--- src/svcu_pkg.sv ---
// constants and types for the packed vector compare slice
//
// Function
// - halfword group sub-op 01000 equal, 01001 less, 01010 less-or-equal in bits 10..6
// - all variants: major 011111 bits 31..26, function 010001 bits 5..0; halfword rd 00000
// - byte dual-write group sub-op 11000 equal, 11001 less, 11010 less-or-equal
// - halfword group compares two signed 16-bit elements pairwise from low 32 bits
// - relation applied per element, first source on the left, one flag each
// - halfword flags: upper pair to bit 25, lower to bit 24; no register write
// - after halfword compare bits 26..31 are unspecified
// - condition code field is 8 bits at control bits 31..24, flags from bit 24 up
// - byte group compares four unsigned 8-bit elements without sign extension
// - byte flags, top element highest, to control bits 27..24 and register bits 3..0
// - byte group clears destination register bits above the four flags
// - after byte compare bits 28..31 are unspecified
// - no operand-dependent exception; outcomes only as flags
`default_nettype none

package svcu_pkg;
  localparam int unsigned GPR_WIDTH      = 64;
  localparam int unsigned CC_WIDTH       = 8;
  localparam int unsigned CC_LSB         = 24;
  localparam int unsigned CTRL_WIDTH     = 32;
  localparam int unsigned NUM_HALF       = 2;
  localparam int unsigned NUM_BYTE       = 4;
  localparam int unsigned HALF_BITS      = 16;
  localparam int unsigned BYTE_BITS      = 8;
  localparam int unsigned SRC_BITS       = 32;

  // instruction word field positions and widths
  localparam int unsigned MAJOR_LSB      = 26;
  localparam int unsigned MAJOR_BITS     = 6;
  localparam int unsigned FUNC_LSB       = 0;
  localparam int unsigned FUNC_BITS      = 6;
  localparam int unsigned DEST_LSB       = 11;
  localparam int unsigned SUBOP_LSB      = 6;
  localparam int unsigned FIELD_BITS     = 5;

  localparam logic [5:0] EXTENDED_MAJOR_OPCODE        = 6'h1f;
  localparam logic [5:0] VECTOR_COMPARE_FUNCTION_CODE = 6'h11;
  localparam logic [4:0] HALF_DEST_ZERO               = 5'h00;

  localparam logic [4:0] SUBOP_HALF_EQ = 5'h08;
  localparam logic [4:0] SUBOP_HALF_LT = 5'h09;
  localparam logic [4:0] SUBOP_HALF_LE = 5'h0a;
  localparam logic [4:0] SUBOP_BYTE_EQ = 5'h18;
  localparam logic [4:0] SUBOP_BYTE_LT = 5'h19;
  localparam logic [4:0] SUBOP_BYTE_LE = 5'h1a;

  typedef enum logic [1:0] {SVCU_REL_EQ, SVCU_REL_LT, SVCU_REL_LE} svcu_rel_e;
endpackage

`default_nettype wire

--- src/svcu_lane_cmp.sv ---
// one compare lane: equal, less or less-or-equal on a signed or unsigned element
`default_nettype none

module svcu_lane_cmp #(
  parameter int unsigned W = 8
) (
  input  wire logic [W-1:0]           i_left,
  input  wire logic [W-1:0]           i_right,
  input  wire logic                   i_signed,
  input  wire svcu_pkg::svcu_rel_e    i_rel,
  output logic                        o_flag
);
  logic lt;

  // first source on the left; sign flip turns signed into unsigned order
  assign lt = ({i_left[W-1] ^ i_signed, i_left[W-2:0]} < {i_right[W-1] ^ i_signed, i_right[W-2:0]});

  always_comb
  begin
    unique case (i_rel)
      svcu_pkg::SVCU_REL_EQ: o_flag = (i_left == i_right);
      svcu_pkg::SVCU_REL_LT: o_flag = lt;
      svcu_pkg::SVCU_REL_LE: o_flag = lt | (i_left == i_right);
      default:               o_flag = 1'h0;
    endcase
  end
endmodule

`default_nettype wire

--- src/svcu_top.sv ---
// packed vector compare slice: decode, lane compares, register and condition-code update
`default_nettype none

module svcu_top (
  input  wire logic        I_CLOCK,
  input  wire logic        I_RST_N,
  input  wire logic        I_ISSUE,
  input  wire logic [31:0] I_INSTR,
  input  wire logic [63:0] I_FIRST_SOURCE_REGISTER,
  input  wire logic [63:0] I_SECOND_SOURCE_REGISTER,
  input  wire logic [31:0] I_CTRL_IN,
  output logic             O_ACCEPT,
  output logic             O_GPR_WE,
  output logic [4:0]       O_GPR_ADDR,
  output logic [63:0]      O_GPR_DATA,
  output logic             O_CTRL_WE,
  output logic [31:0]      O_CTRL_DATA
);
  // instruction fields, cut out once so that every decoder reads the same bits
  logic [svcu_pkg::MAJOR_BITS-1:0] major;
  logic [svcu_pkg::FUNC_BITS-1:0]  func;
  logic [svcu_pkg::FIELD_BITS-1:0] dest;
  logic [svcu_pkg::FIELD_BITS-1:0] subop;
  // only the low word of each source takes part; the upper half is ignored by both groups
  logic [svcu_pkg::SRC_BITS-1:0]   left_word;
  logic [svcu_pkg::SRC_BITS-1:0]   right_word;
  logic                            is_cmp;
  logic                            is_half;
  logic                            is_byte;
  logic                            take;
  logic                            take_byte;
  svcu_pkg::svcu_rel_e             rel;
  logic [svcu_pkg::NUM_BYTE-1:0]   byte_flags;
  logic [svcu_pkg::NUM_HALF-1:0]   half_flags;
  logic [svcu_pkg::CC_WIDTH-1:0]   cc_nxt;
  logic [svcu_pkg::CTRL_WIDTH-1:0] ctrl_nxt;
  logic [svcu_pkg::GPR_WIDTH-1:0]  gpr_nxt;

  // codes outside both groups fall to less-or-equal; they never raise a strobe
  function automatic svcu_pkg::svcu_rel_e rel_of(input logic [svcu_pkg::FIELD_BITS-1:0] code);
    case (code)
      svcu_pkg::SUBOP_HALF_EQ,
      svcu_pkg::SUBOP_BYTE_EQ: rel_of = svcu_pkg::SVCU_REL_EQ;
      svcu_pkg::SUBOP_HALF_LT,
      svcu_pkg::SUBOP_BYTE_LT: rel_of = svcu_pkg::SVCU_REL_LT;
      default:                 rel_of = svcu_pkg::SVCU_REL_LE;
    endcase
  endfunction

  // sub-op sets of the two groups
  function automatic logic half_subop(input logic [svcu_pkg::FIELD_BITS-1:0] code);
    half_subop = (code == svcu_pkg::SUBOP_HALF_EQ)
              || (code == svcu_pkg::SUBOP_HALF_LT)
              || (code == svcu_pkg::SUBOP_HALF_LE);
  endfunction

  function automatic logic byte_subop(input logic [svcu_pkg::FIELD_BITS-1:0] code);
    byte_subop = (code == svcu_pkg::SUBOP_BYTE_EQ)
              || (code == svcu_pkg::SUBOP_BYTE_LT)
              || (code == svcu_pkg::SUBOP_BYTE_LE);
  endfunction

  assign major      = I_INSTR[svcu_pkg::MAJOR_LSB +: svcu_pkg::MAJOR_BITS];
  assign func       = I_INSTR[svcu_pkg::FUNC_LSB +: svcu_pkg::FUNC_BITS];
  assign dest       = I_INSTR[svcu_pkg::DEST_LSB +: svcu_pkg::FIELD_BITS];
  assign subop      = I_INSTR[svcu_pkg::SUBOP_LSB +: svcu_pkg::FIELD_BITS];
  assign left_word  = I_FIRST_SOURCE_REGISTER[svcu_pkg::SRC_BITS-1:0];
  assign right_word = I_SECOND_SOURCE_REGISTER[svcu_pkg::SRC_BITS-1:0];

  // the shared major and function codes gate both groups
  assign is_cmp  = (major == svcu_pkg::EXTENDED_MAJOR_OPCODE)
                 && (func == svcu_pkg::VECTOR_COMPARE_FUNCTION_CODE);
  // a halfword word with a non-zero destination field is refused outright
  assign is_half = is_cmp && (dest == svcu_pkg::HALF_DEST_ZERO) && half_subop(subop);
  // the byte group takes any destination field
  assign is_byte = is_cmp && byte_subop(subop);
  // one qualifier for accept, the control strobe and the data registers; the register write strobe uses take_byte
  assign take      = I_ISSUE && (is_half || is_byte);
  assign take_byte = I_ISSUE && is_byte;
  assign rel       = rel_of(subop);

  genvar g;
  generate
    // byte lanes compare without sign
    for (g = 0; g < svcu_pkg::NUM_BYTE; g++)
    begin : g_byte
      svcu_lane_cmp #(.W(svcu_pkg::BYTE_BITS)) u_lane (
        .i_left   (left_word[g*svcu_pkg::BYTE_BITS +: svcu_pkg::BYTE_BITS]),
        .i_right  (right_word[g*svcu_pkg::BYTE_BITS +: svcu_pkg::BYTE_BITS]),
        .i_signed (1'h0),
        .i_rel    (rel),
        .o_flag   (byte_flags[g])
      );
    end
    // halfword lanes compare in two's complement
    for (g = 0; g < svcu_pkg::NUM_HALF; g++)
    begin : g_half
      svcu_lane_cmp #(.W(svcu_pkg::HALF_BITS)) u_lane (
        .i_left   (left_word[g*svcu_pkg::HALF_BITS +: svcu_pkg::HALF_BITS]),
        .i_right  (right_word[g*svcu_pkg::HALF_BITS +: svcu_pkg::HALF_BITS]),
        .i_signed (1'h1),
        .i_rel    (rel),
        .o_flag   (half_flags[g])
      );
    end
  endgenerate

  // undefined condition bits keep the incoming value, so results are repeatable
  always_comb
  begin
    cc_nxt = I_CTRL_IN[svcu_pkg::CC_LSB +: svcu_pkg::CC_WIDTH];
    if (is_half)
    begin
      cc_nxt[svcu_pkg::NUM_HALF-1:0] = half_flags;
    end
    else if (is_byte)
    begin
      cc_nxt[svcu_pkg::NUM_BYTE-1:0] = byte_flags;
    end
  end

  // bits below the condition field pass through untouched
  always_comb
  begin
    ctrl_nxt = I_CTRL_IN;
    ctrl_nxt[svcu_pkg::CC_LSB +: svcu_pkg::CC_WIDTH] = cc_nxt;
  end

  // everything above the four flags is zero
  always_comb
  begin
    gpr_nxt = '0;
    gpr_nxt[svcu_pkg::NUM_BYTE-1:0] = byte_flags;
  end

  // no exception path exists: every outcome leaves as flag bits
  // accept pulses once per recognised issue; refused words leave it low
  always_ff @(posedge I_CLOCK or negedge I_RST_N)
  begin
    if (!I_RST_N)
    begin
      O_ACCEPT <= '0;
    end
    else
    begin
      O_ACCEPT <= take;
    end
  end

  // both groups update the condition field
  always_ff @(posedge I_CLOCK or negedge I_RST_N)
  begin
    if (!I_RST_N)
    begin
      O_CTRL_WE <= '0;
    end
    else
    begin
      O_CTRL_WE <= take;
    end
  end

  // only the byte group writes a general register
  always_ff @(posedge I_CLOCK or negedge I_RST_N)
  begin
    if (!I_RST_N)
    begin
      O_GPR_WE <= '0;
    end
    else
    begin
      O_GPR_WE <= take_byte;
    end
  end

  // halfword words carry a zero destination here, and their write enable stays low
  always_ff @(posedge I_CLOCK or negedge I_RST_N)
  begin
    if (!I_RST_N)
    begin
      O_GPR_ADDR <= '0;
    end
    else if (take)
    begin
      O_GPR_ADDR <= dest;
    end
  end

  // data holds between issues, so a late reader still sees the last result
  always_ff @(posedge I_CLOCK or negedge I_RST_N)
  begin
    if (!I_RST_N)
    begin
      O_GPR_DATA <= '0;
    end
    else if (take)
    begin
      O_GPR_DATA <= gpr_nxt;
    end
  end

  always_ff @(posedge I_CLOCK or negedge I_RST_N)
  begin
    if (!I_RST_N)
    begin
      O_CTRL_DATA <= '0;
    end
    else if (take)
    begin
      O_CTRL_DATA <= ctrl_nxt;
    end
  end
endmodule

`default_nettype wire

--- config.mk ---
export PLATFORM = sky130hd
export DESIGN_NAME = svcu_top
export DESIGN_NICKNAME = d
export VERILOG_FILES = /design/src/svcu_pkg.sv /design/src/svcu_lane_cmp.sv /design/src/svcu_top.sv
export SDC_FILE = /design/constraint.sdc
export NUM_CORES = 1
export LEC_CHECK = 0
export BUFFER_PORTS_ARGS = -buffer_cell sky130_fd_sc_hd__buf_2
export CAP_MARGIN = 10
export CORE_AREA = 2 2 117 119
export CTS_CLUSTER_SIZE = 24
export DETAILED_ROUTE_END_ITERATION = 8
export DIE_AREA = 0 0 119 121
export PLACE_DENSITY = 0.63
export SYNTH_ARGS = -nofsm -noshare
export SYNTH_HDL_FRONTEND = slang
export SYNTH_SLANG_ARGS = --single-unit
--- constraint.sdc ---
create_clock -name I_CLOCK -period 0.8 [get_ports I_CLOCK]
set_input_delay 0.12 -clock I_CLOCK [delete_from_list [all_inputs] [get_ports I_CLOCK]]
set_output_delay 0.12 -clock I_CLOCK [all_outputs]
set_load 0.05 [all_outputs]
======== After elaboration in Yosys (flattened, before gate mapping) ========
Cells that the tools add are included.
cells by class
  order comparisons ....................... 6
  equality and inequality tests ........... 16
  multiplexer cells ....................... 10
  bitwise logic cells ..................... 10
  reduce and logical (&&, ||, !) cells .... 15
operator list
  cell                                                  number
  equality test 16 bit                                  2
  equality test 8 bit                                   4
  less-than comparator 16 bit                           2
  less-than comparator 8 bit                            4
  one-hot mux 1 bit (3 select lines)                    6
  equality test 5 x 4 -> 1 bit (second input constant)  3
  equality test 5 bit (second input constant)           3
  equality test 6 x 5 -> 1 bit (second input constant)  2
  logical AND 1 bit                                     6
  OR 1 bit                                              6
  zero test 5 bit                                       1
  logical OR 1 bit                                      5
  2-to-1 mux 2 bit                                      2
  2-to-1 mux 4 bit                                      1
  inverter 1 bit                                        4
  one-hot mux 2 bit (2 select lines)                    1
  OR reduction 2 bit                                    2
  equality test 2 x 1 -> 1 bit (second input constant)  1
  equality test 2 bit (second input constant)           1
  zero test 2 bit                                       1
word-level totals
  register bits after elaboration ......... 43
  input bits .............................. 195
  output and inout port bits .............. 104

======== Longest topological paths before layout ========
  depth in word-level cells ............... 7
  gate-level depth with buffers ........... 8
  depth with buffers taken out ............ 8

======== Modules after synthesis ========
A second synthesis with hierarchy kept.
second synthesis, totals
  cell total of the unflattened synthesis .. 437
  area total of the unflattened synthesis .. 4,088.9 um^2
modules (own cells, without submodules)
  module                                instances  cells an instance  area an instance (um^2)  sequential area each (um^2)
  svcu_top                              1          189                2,262.2                  1,076.0
  svcu_lane_cmp (g_byte[0].u_lane ...)  4          31                 232.7                    0.0
  svcu_lane_cmp (g_half[0].u_lane ...)  2          62                 447.9                    0.0

======== Least setup slack after synthesis ========
OpenSTA, ideal clock, no wires.
  kind .................................... in2reg
  start ................................... in I_INSTR[31]
  end ..................................... reg O_CTRL_DATA[0]
  library setup time ...................... 0.125 ns
  arrival time ............................ 1.927 ns
  required time ........................... 0.675 ns
  path slack .............................. -1.252 ns
  stages on the path ...................... 5
  cell sequence ........................... nand4b_1 -> a2111o_1 -> a2111oi_4 -> buf_4 -> mux2_2
on the way
  cells in the longest elaborated chain, start to end .. 6
  elaborated cells on any way between the ends .. 7
ends and longest elaborated chain
  item                              line             RTL
  start: declaration                svcu_top.sv:8    input wire logic [31:0] I_INSTR,
  equality test 6 x 5 -> 1 bit (*)  svcu_top.sv:71   assign is_cmp = (major == svcu_pkg::EXTENDED_MAJOR_OPCODE)
  logical AND 1 bit (*)             svcu_top.sv:72   && (func == svcu_pkg::VECTOR_COMPARE_FUNCTION_CODE);
  logical AND 1 bit (2 in series)   svcu_top.sv:74   assign is_half = is_cmp && (dest == svcu_pkg::HALF_DEST_ZERO) && half_subop(subop);
  logical OR 1 bit (*)              svcu_top.sv:78   assign take = I_ISSUE && (is_half || is_byte);
  logical AND 1 bit (*)             svcu_top.sv:78
  end signal: assignment            svcu_top.sv:210  O_CTRL_DATA <= ctrl_nxt;
  end: declaration                  svcu_top.sv:17   output logic [31:0] O_CTRL_DATA
Every way passes the cells marked *; elsewhere a longest branch is shown, timed or not.
A chain may end at the register's enable or synchronous reset.

======== Worst setup path in the final report ========
  start ................................... in I_INSTR[5]
  end ..................................... reg O_GPR_ADDR[4]
on the way
  cells in the longest elaborated chain, start to end .. 6
  elaborated cells on any way between the ends .. 7
ends and longest elaborated chain
  item                              line             RTL
  equality test 6 x 5 -> 1 bit (*)  svcu_top.sv:72
  logical AND 1 bit (*)             svcu_top.sv:72
  logical AND 1 bit (2 in series)   svcu_top.sv:74
  logical OR 1 bit (*)              svcu_top.sv:78
  logical AND 1 bit (*)             svcu_top.sv:78
  end signal: assignment            svcu_top.sv:185  O_GPR_ADDR <= dest;
  end: declaration                  svcu_top.sv:14   output logic [4:0] O_GPR_ADDR,
Marks and branches as above.

==> impl_results.html <==
<table>
<tr><th>Metric</th><th>Value</th></tr>
<tr><th colspan="2">Clock network</th></tr>
<tr><td>CTS sink count</td><td>43</td></tr>
<tr><td>Root cell of the clock tree</td><td>sky130_fd_sc_hd__clkbuf_16</td></tr>
<tr><td>Clock input transition at the sequential cells of the worst setup and hold paths</td><td>60 ps</td></tr>
<tr><td>Worst skew pair latency</td><td>270 ps</td></tr>
<tr><td>Htree depth</td><td>2</td></tr>
<tr><td>TritonCTS clock tree</td><td>yes</td></tr>
<tr><td>Total CTS buffers</td><td>5</td></tr>
<tr><td>Max clock buf depth</td><td>2</td></tr>
<tr><th colspan="2">Status</th></tr>
<tr><td>Status</td><td>finished with violations</td></tr>
<tr><td>Failing checks</td><td>negative setup slack</td></tr>
<tr><th colspan="2">Timing</th></tr>
<tr><td>Post-route clock period utilization</td><td>2.02</td></tr>
<tr><td>Fin. Hold Viols</td><td>0</td></tr>
<tr><td>Total count of max-transition violations in the final report</td><td>0</td></tr>
<tr><td>Setup repair after global routing missed its margin</td><td>yes</td></tr>
<tr><td>Final WS setup</td><td>-812 ps</td></tr>
<tr><td>Final critical path time including I/O delays and setup</td><td>1610 ps</td></tr>
<tr><td>Maximum clock rate</td><td>620 MHz</td></tr>
<tr><td>Final setup violating endpoints</td><td>87</td></tr>
<tr><td>Final-layout worst hold slack</td><td>76.2 ps</td></tr>
<tr><td>Maximum clock skew at final layout</td><td>0 ps</td></tr>
<tr><th colspan="2">Route</th></tr>
<tr><td>Total wire length</td><td>8740 µm</td></tr>
<tr><td>Initial DRC Count</td><td>51</td></tr>
<tr><td>Total vias in the final route</td><td>2,862</td></tr>
<tr><td>Via density per instance</td><td>3.97</td></tr>
<tr><td>Post-route antenna net violation count</td><td>0</td></tr>
<tr><td>Post-route DRC violation count</td><td>0</td></tr>
<tr><td>DR pass1 iterations</td><td>4</td></tr>
<tr><td>Average wire per standard cell</td><td>12.1 µm</td></tr>
<tr><th colspan="2">Flow run</th></tr>
<tr><td>Max-cap violations</td><td>0</td></tr>
<tr><th colspan="2">Synth</th></tr>
<tr><td>Most area-consuming cells after synthesis</td><td>sky130_fd_sc_hd__dfrtp_1 34%, sky130_fd_sc_hd__buf_4 15%, sky130_fd_sc_hd__ha_1 14%</td></tr>
<tr><td>Fraction of registers with async set or reset after synthesis</td><td>1.00</td></tr>
<tr><td>Synth unique cells</td><td>36</td></tr>
<tr><td>Flops &amp; latches, synth</td><td>43</td></tr>
<tr><td>Compound-gate portion of the synthesized area</td><td>0.0930</td></tr>
<tr><td>Sequential-to-total area share from yosys stat</td><td>0.340</td></tr>
<tr><td>Main combinational cell family by area after synthesis</td><td>buffers and inverters</td></tr>
<tr><td>Multiplexer share of the synthesized area</td><td>0.127</td></tr>
<tr><td>Average cell area after synthesis</td><td>10.0 µm²</td></tr>
<tr><td>Most common cell in the synthesized netlist</td><td>sky130_fd_sc_hd__buf_4</td></tr>
<tr><td>Area share of and/or/nand/nor cells after synthesis</td><td>0.0918</td></tr>
<tr><td>Count of mapped cells out of synthesis</td><td>315</td></tr>
<tr><td>Count of flip-flops with a built-in enable after synthesis</td><td>0</td></tr>
<tr><td>Library cell occupying the most area in the post-synthesis netlist</td><td>sky130_fd_sc_hd__dfrtp_1</td></tr>
<tr><td>Synth Area in XOR/XNOR</td><td>0</td></tr>
<tr><td>Post-synth top cells</td><td>63 x sky130_fd_sc_hd__buf_4, 43 x sky130_fd_sc_hd__dfrtp_1, 40 x sky130_fd_sc_hd__inv_1</td></tr>
<tr><td>Synth Cell Area</td><td>3160 µm²</td></tr>
<tr><td>Count of warnings emitted by yosys</td><td>0</td></tr>
<tr><td>Synth Area in Adders</td><td>0.142</td></tr>
<tr><td>Top FF cell, synth</td><td>sky130_fd_sc_hd__dfrtp_1</td></tr>
<tr><td>Share of the synthesized area in the top cell type</td><td>0.340</td></tr>
<tr><th colspan="2">Layout</th></tr>
<tr><td>Final non-filler cell total</td><td>721</td></tr>
<tr><td>Area added between synthesis and finish</td><td>60.5%</td></tr>
<tr><td>Final design utilization</td><td>0.388</td></tr>
<tr><td>Fraction of final layout cells sized beyond drive strength 1</td><td>0.503</td></tr>
<tr><td>Number of inserted diodes</td><td>0</td></tr>
<tr><td>Final net count</td><td>775</td></tr>
<tr><th colspan="2">Floorplan</th></tr>
<tr><td>Top Ports</td><td>299</td></tr>
<tr><td>Core Area</td><td>13,100 µm²</td></tr>
<tr><td>Die Area</td><td>14,400 µm²</td></tr>
<tr><td>Die boundary width</td><td>119 µm</td></tr>
<tr><td>Die Ht</td><td>121 µm</td></tr>
<tr><td>Standard-cell row count</td><td>42</td></tr>
<tr><td>Effective utilization at floorplan</td><td>0.242</td></tr>
<tr><th colspan="2">Global routing</th></tr>
<tr><td>Gr usage total</td><td>0.117</td></tr>
<tr><td>Total overflow reported by the global router</td><td>0</td></tr>
<tr><td>Antenna violations before repair</td><td>0</td></tr>
<tr><td>Wire length of the first global-routing pass</td><td>13,500 µm</td></tr>
<tr><td>Vias in the first global route</td><td>2,796</td></tr>
<tr><td>Maximum number of pins on one net before global-route repair</td><td>44</td></tr>
<tr><th colspan="2">Setup path</th></tr>
<tr><td>Classification of the worst setup path</td><td>input port to flop</td></tr>
<tr><td>Data required time of the critical path</td><td>960 ps</td></tr>
<tr><td>Crit path cell chain</td><td>buf_6, or4bb_4, a2111oi_4, buf_6, buf_16, mux2_2</td></tr>
<tr><td>Nature of the critical path endpoint</td><td>flop</td></tr>
<tr><td>Arrival time reported for the critical path endpoint</td><td>1770 ps</td></tr>
<tr><td>Critical path's slowest cell</td><td>sky130_fd_sc_hd__or4bb_4</td></tr>
<tr><td>Most Frequent Cell on Critical Path</td><td>sky130_fd_sc_hd__buf_6</td></tr>
<tr><td>Category of the worst setup path launch point</td><td>input port</td></tr>
<tr><td>Stage delay of the slowest cell on the critical path</td><td>550 ps</td></tr>
<tr><td>Critical Path Fanout Max</td><td>13</td></tr>
<tr><th colspan="2">Place</th></tr>
<tr><td>Count of buffers from port buffering</td><td>162</td></tr>
<tr><td>Place WS</td><td>-1130 ps</td></tr>
<tr><td>Placed wire-length estimate</td><td>6700 µm</td></tr>
<tr><td>Global placer's final weighted congestion</td><td>0.730</td></tr>
<tr><td>Cells after DPL</td><td>682</td></tr>
<tr><th colspan="2">Power and ir drop</th></tr>
<tr><td>Maximum VDD drop</td><td>0.000630 V</td></tr>
<tr><td>Reported leakage power</td><td>2.82 nW</td></tr>
<tr><td>Clock group share of total power</td><td>0.335</td></tr>
<tr><td>Fraction of power spent switching nets</td><td>0.317</td></tr>
<tr><td>PwrDens</td><td>1120 nW/µm²</td></tr>
<tr><td>Net switching power figure</td><td>1.80 mW</td></tr>
<tr><td>Seq pwr share</td><td>0.384</td></tr>
<tr><td>Comb power frac</td><td>0.281</td></tr>
<tr><td>Cell-internal power</td><td>3.87 mW</td></tr>
<tr><th colspan="2">Hold path</th></tr>
<tr><td>Min-Delay Path Class</td><td>input port to flop</td></tr>
</table>
## layer usage
layer	vias to the layer above	routed length, µm	track usage
met5	-	0	0
met4	0	72	0.0283
met3	4	658	0.0268
met2	144	4420	0.216
met1	1296	3590	0.138
li1	1418	-	-
## placed cells by master, fill, tap and decap left out, types with 2 or more instances in the layout
master,instances
sky130_fd_sc_hd__buf_4,57
sky130_fd_sc_hd__dfrtp_1,42
sky130_fd_sc_hd__o21a_1,2
sky130_fd_sc_hd__or3_1,4
sky130_fd_sc_hd__clkbuf_16,6
sky130_fd_sc_hd__mux2i_1,2
sky130_fd_sc_hd__nand4_1,8
sky130_fd_sc_hd__conb_1,60
sky130_fd_sc_hd__ha_1,36
sky130_fd_sc_hd__clkbuf_1,2
sky130_fd_sc_hd__o211ai_1,7
sky130_fd_sc_hd__nor2b_1,4
sky130_fd_sc_hd__o31ai_1,3
sky130_fd_sc_hd__a21oi_1,18
sky130_fd_sc_hd__buf_6,52
sky130_fd_sc_hd__mux2_4,26
sky130_fd_sc_hd__nand2_1,11
sky130_fd_sc_hd__a21o_1,3
sky130_fd_sc_hd__nor3_1,4
sky130_fd_sc_hd__nand3_1,4
sky130_fd_sc_hd__nor2_1,7
sky130_fd_sc_hd__inv_1,40
sky130_fd_sc_hd__buf_12,2
sky130_fd_sc_hd__mux2_2,8
sky130_fd_sc_hd__buf_2,113
## repair_timing
action / 4_1_cts / 5_1_grt
hold buffers: 1 / 0
pin swaps: 1 / 2
setup endpoints to repair: 87 / 87
gates cloned: 2 / 1
endpoints found under the hold margin: 43 / 0
resized for setup: 111 / 17
buffers inserted: 11 / 17
## power by group through the flow
| stage | Clock (mW) | Sequential (mW) | Combinational, mW |
|---|---|---|---|
| after floorplan | 0 | 2.22 | 1.20 |
| after global placement | 0 | 2.22 | 1.56 |
| after detailed placement | 0 | 2.22 | 1.55 |
| after CTS | 1.97 | 2.18 | 1.58 |
| after global routing | 2.08 | 2.18 | 1.75 |
| final | 1.90 | 2.18 | 1.59 |
## path summary, 6_finish.rpt
kind                                             from                           to  cells after the start  slack, ps
max                                        I_INSTR[5]    O_GPR_ADDR[4]$_DFFE_PN0P_                      6       -810
min                                     I_CTRL_IN[18]  O_CTRL_DATA[18]$_DFFE_PN0P_                      2         80
max reg2reg                 O_GPR_ADDR[3]$_DFFE_PN0P_    O_GPR_ADDR[3]$_DFFE_PN0P_                      2       -110
min reg2reg                O_CTRL_DATA[9]$_DFFE_PN0P_   O_CTRL_DATA[9]$_DFFE_PN0P_                      1        530
max in group asynchronous                     I_RST_N          O_CTRL_WE$_DFF_PN0_                      3        200
min in group asynchronous                     I_RST_N  O_CTRL_DATA[14]$_DFFE_PN0P_                      3        390
## worst max-delay path: cells and delay by family
kind / cells / cell delay, ps
and+or+nand+nor: 1 / 550
buffers and inverters: 3 / 460
muxes: 1 / 340
AOI/OAI and AO/OA: 1 / 290
## flip-flops by register name (all words and copies together) (netlist names)
name,flops
O_GPR_WE,1
O_CTRL_WE,1
O_GPR_ADDR,5
O_GPR_DATA,4
O_CTRL_DATA,32
## cell type report
type                       count  area (µm²)
clock buffer                   7         133
clock inverter                 1        5.00
fill                        1281        8010
inverter                      40         150
multi-input combinational    226        1800
sequential                    43        1080
tap                          176         220
timing repair buffer         228        1700
## through the flow
stage	power [mW]	setup TNS [ps]	cell area, µm²
finish	5.67	-38480	5080
global placement	3.77	-44840	4230
global route	6.01	-42650	5080
CTS	5.72	-38720	4860
floorplan	3.42	-46260	3420
detailed placement	3.77	-45680	4230
## logic make-up after synthesis
family / Yosys count
fa+ha+maj: 36
compound gates: 42
mux: 36
buf+inv: 105
flops: 43
simple gates: 52
other cells: 1
No activity file was read; power rests on OpenSTA's default activity.
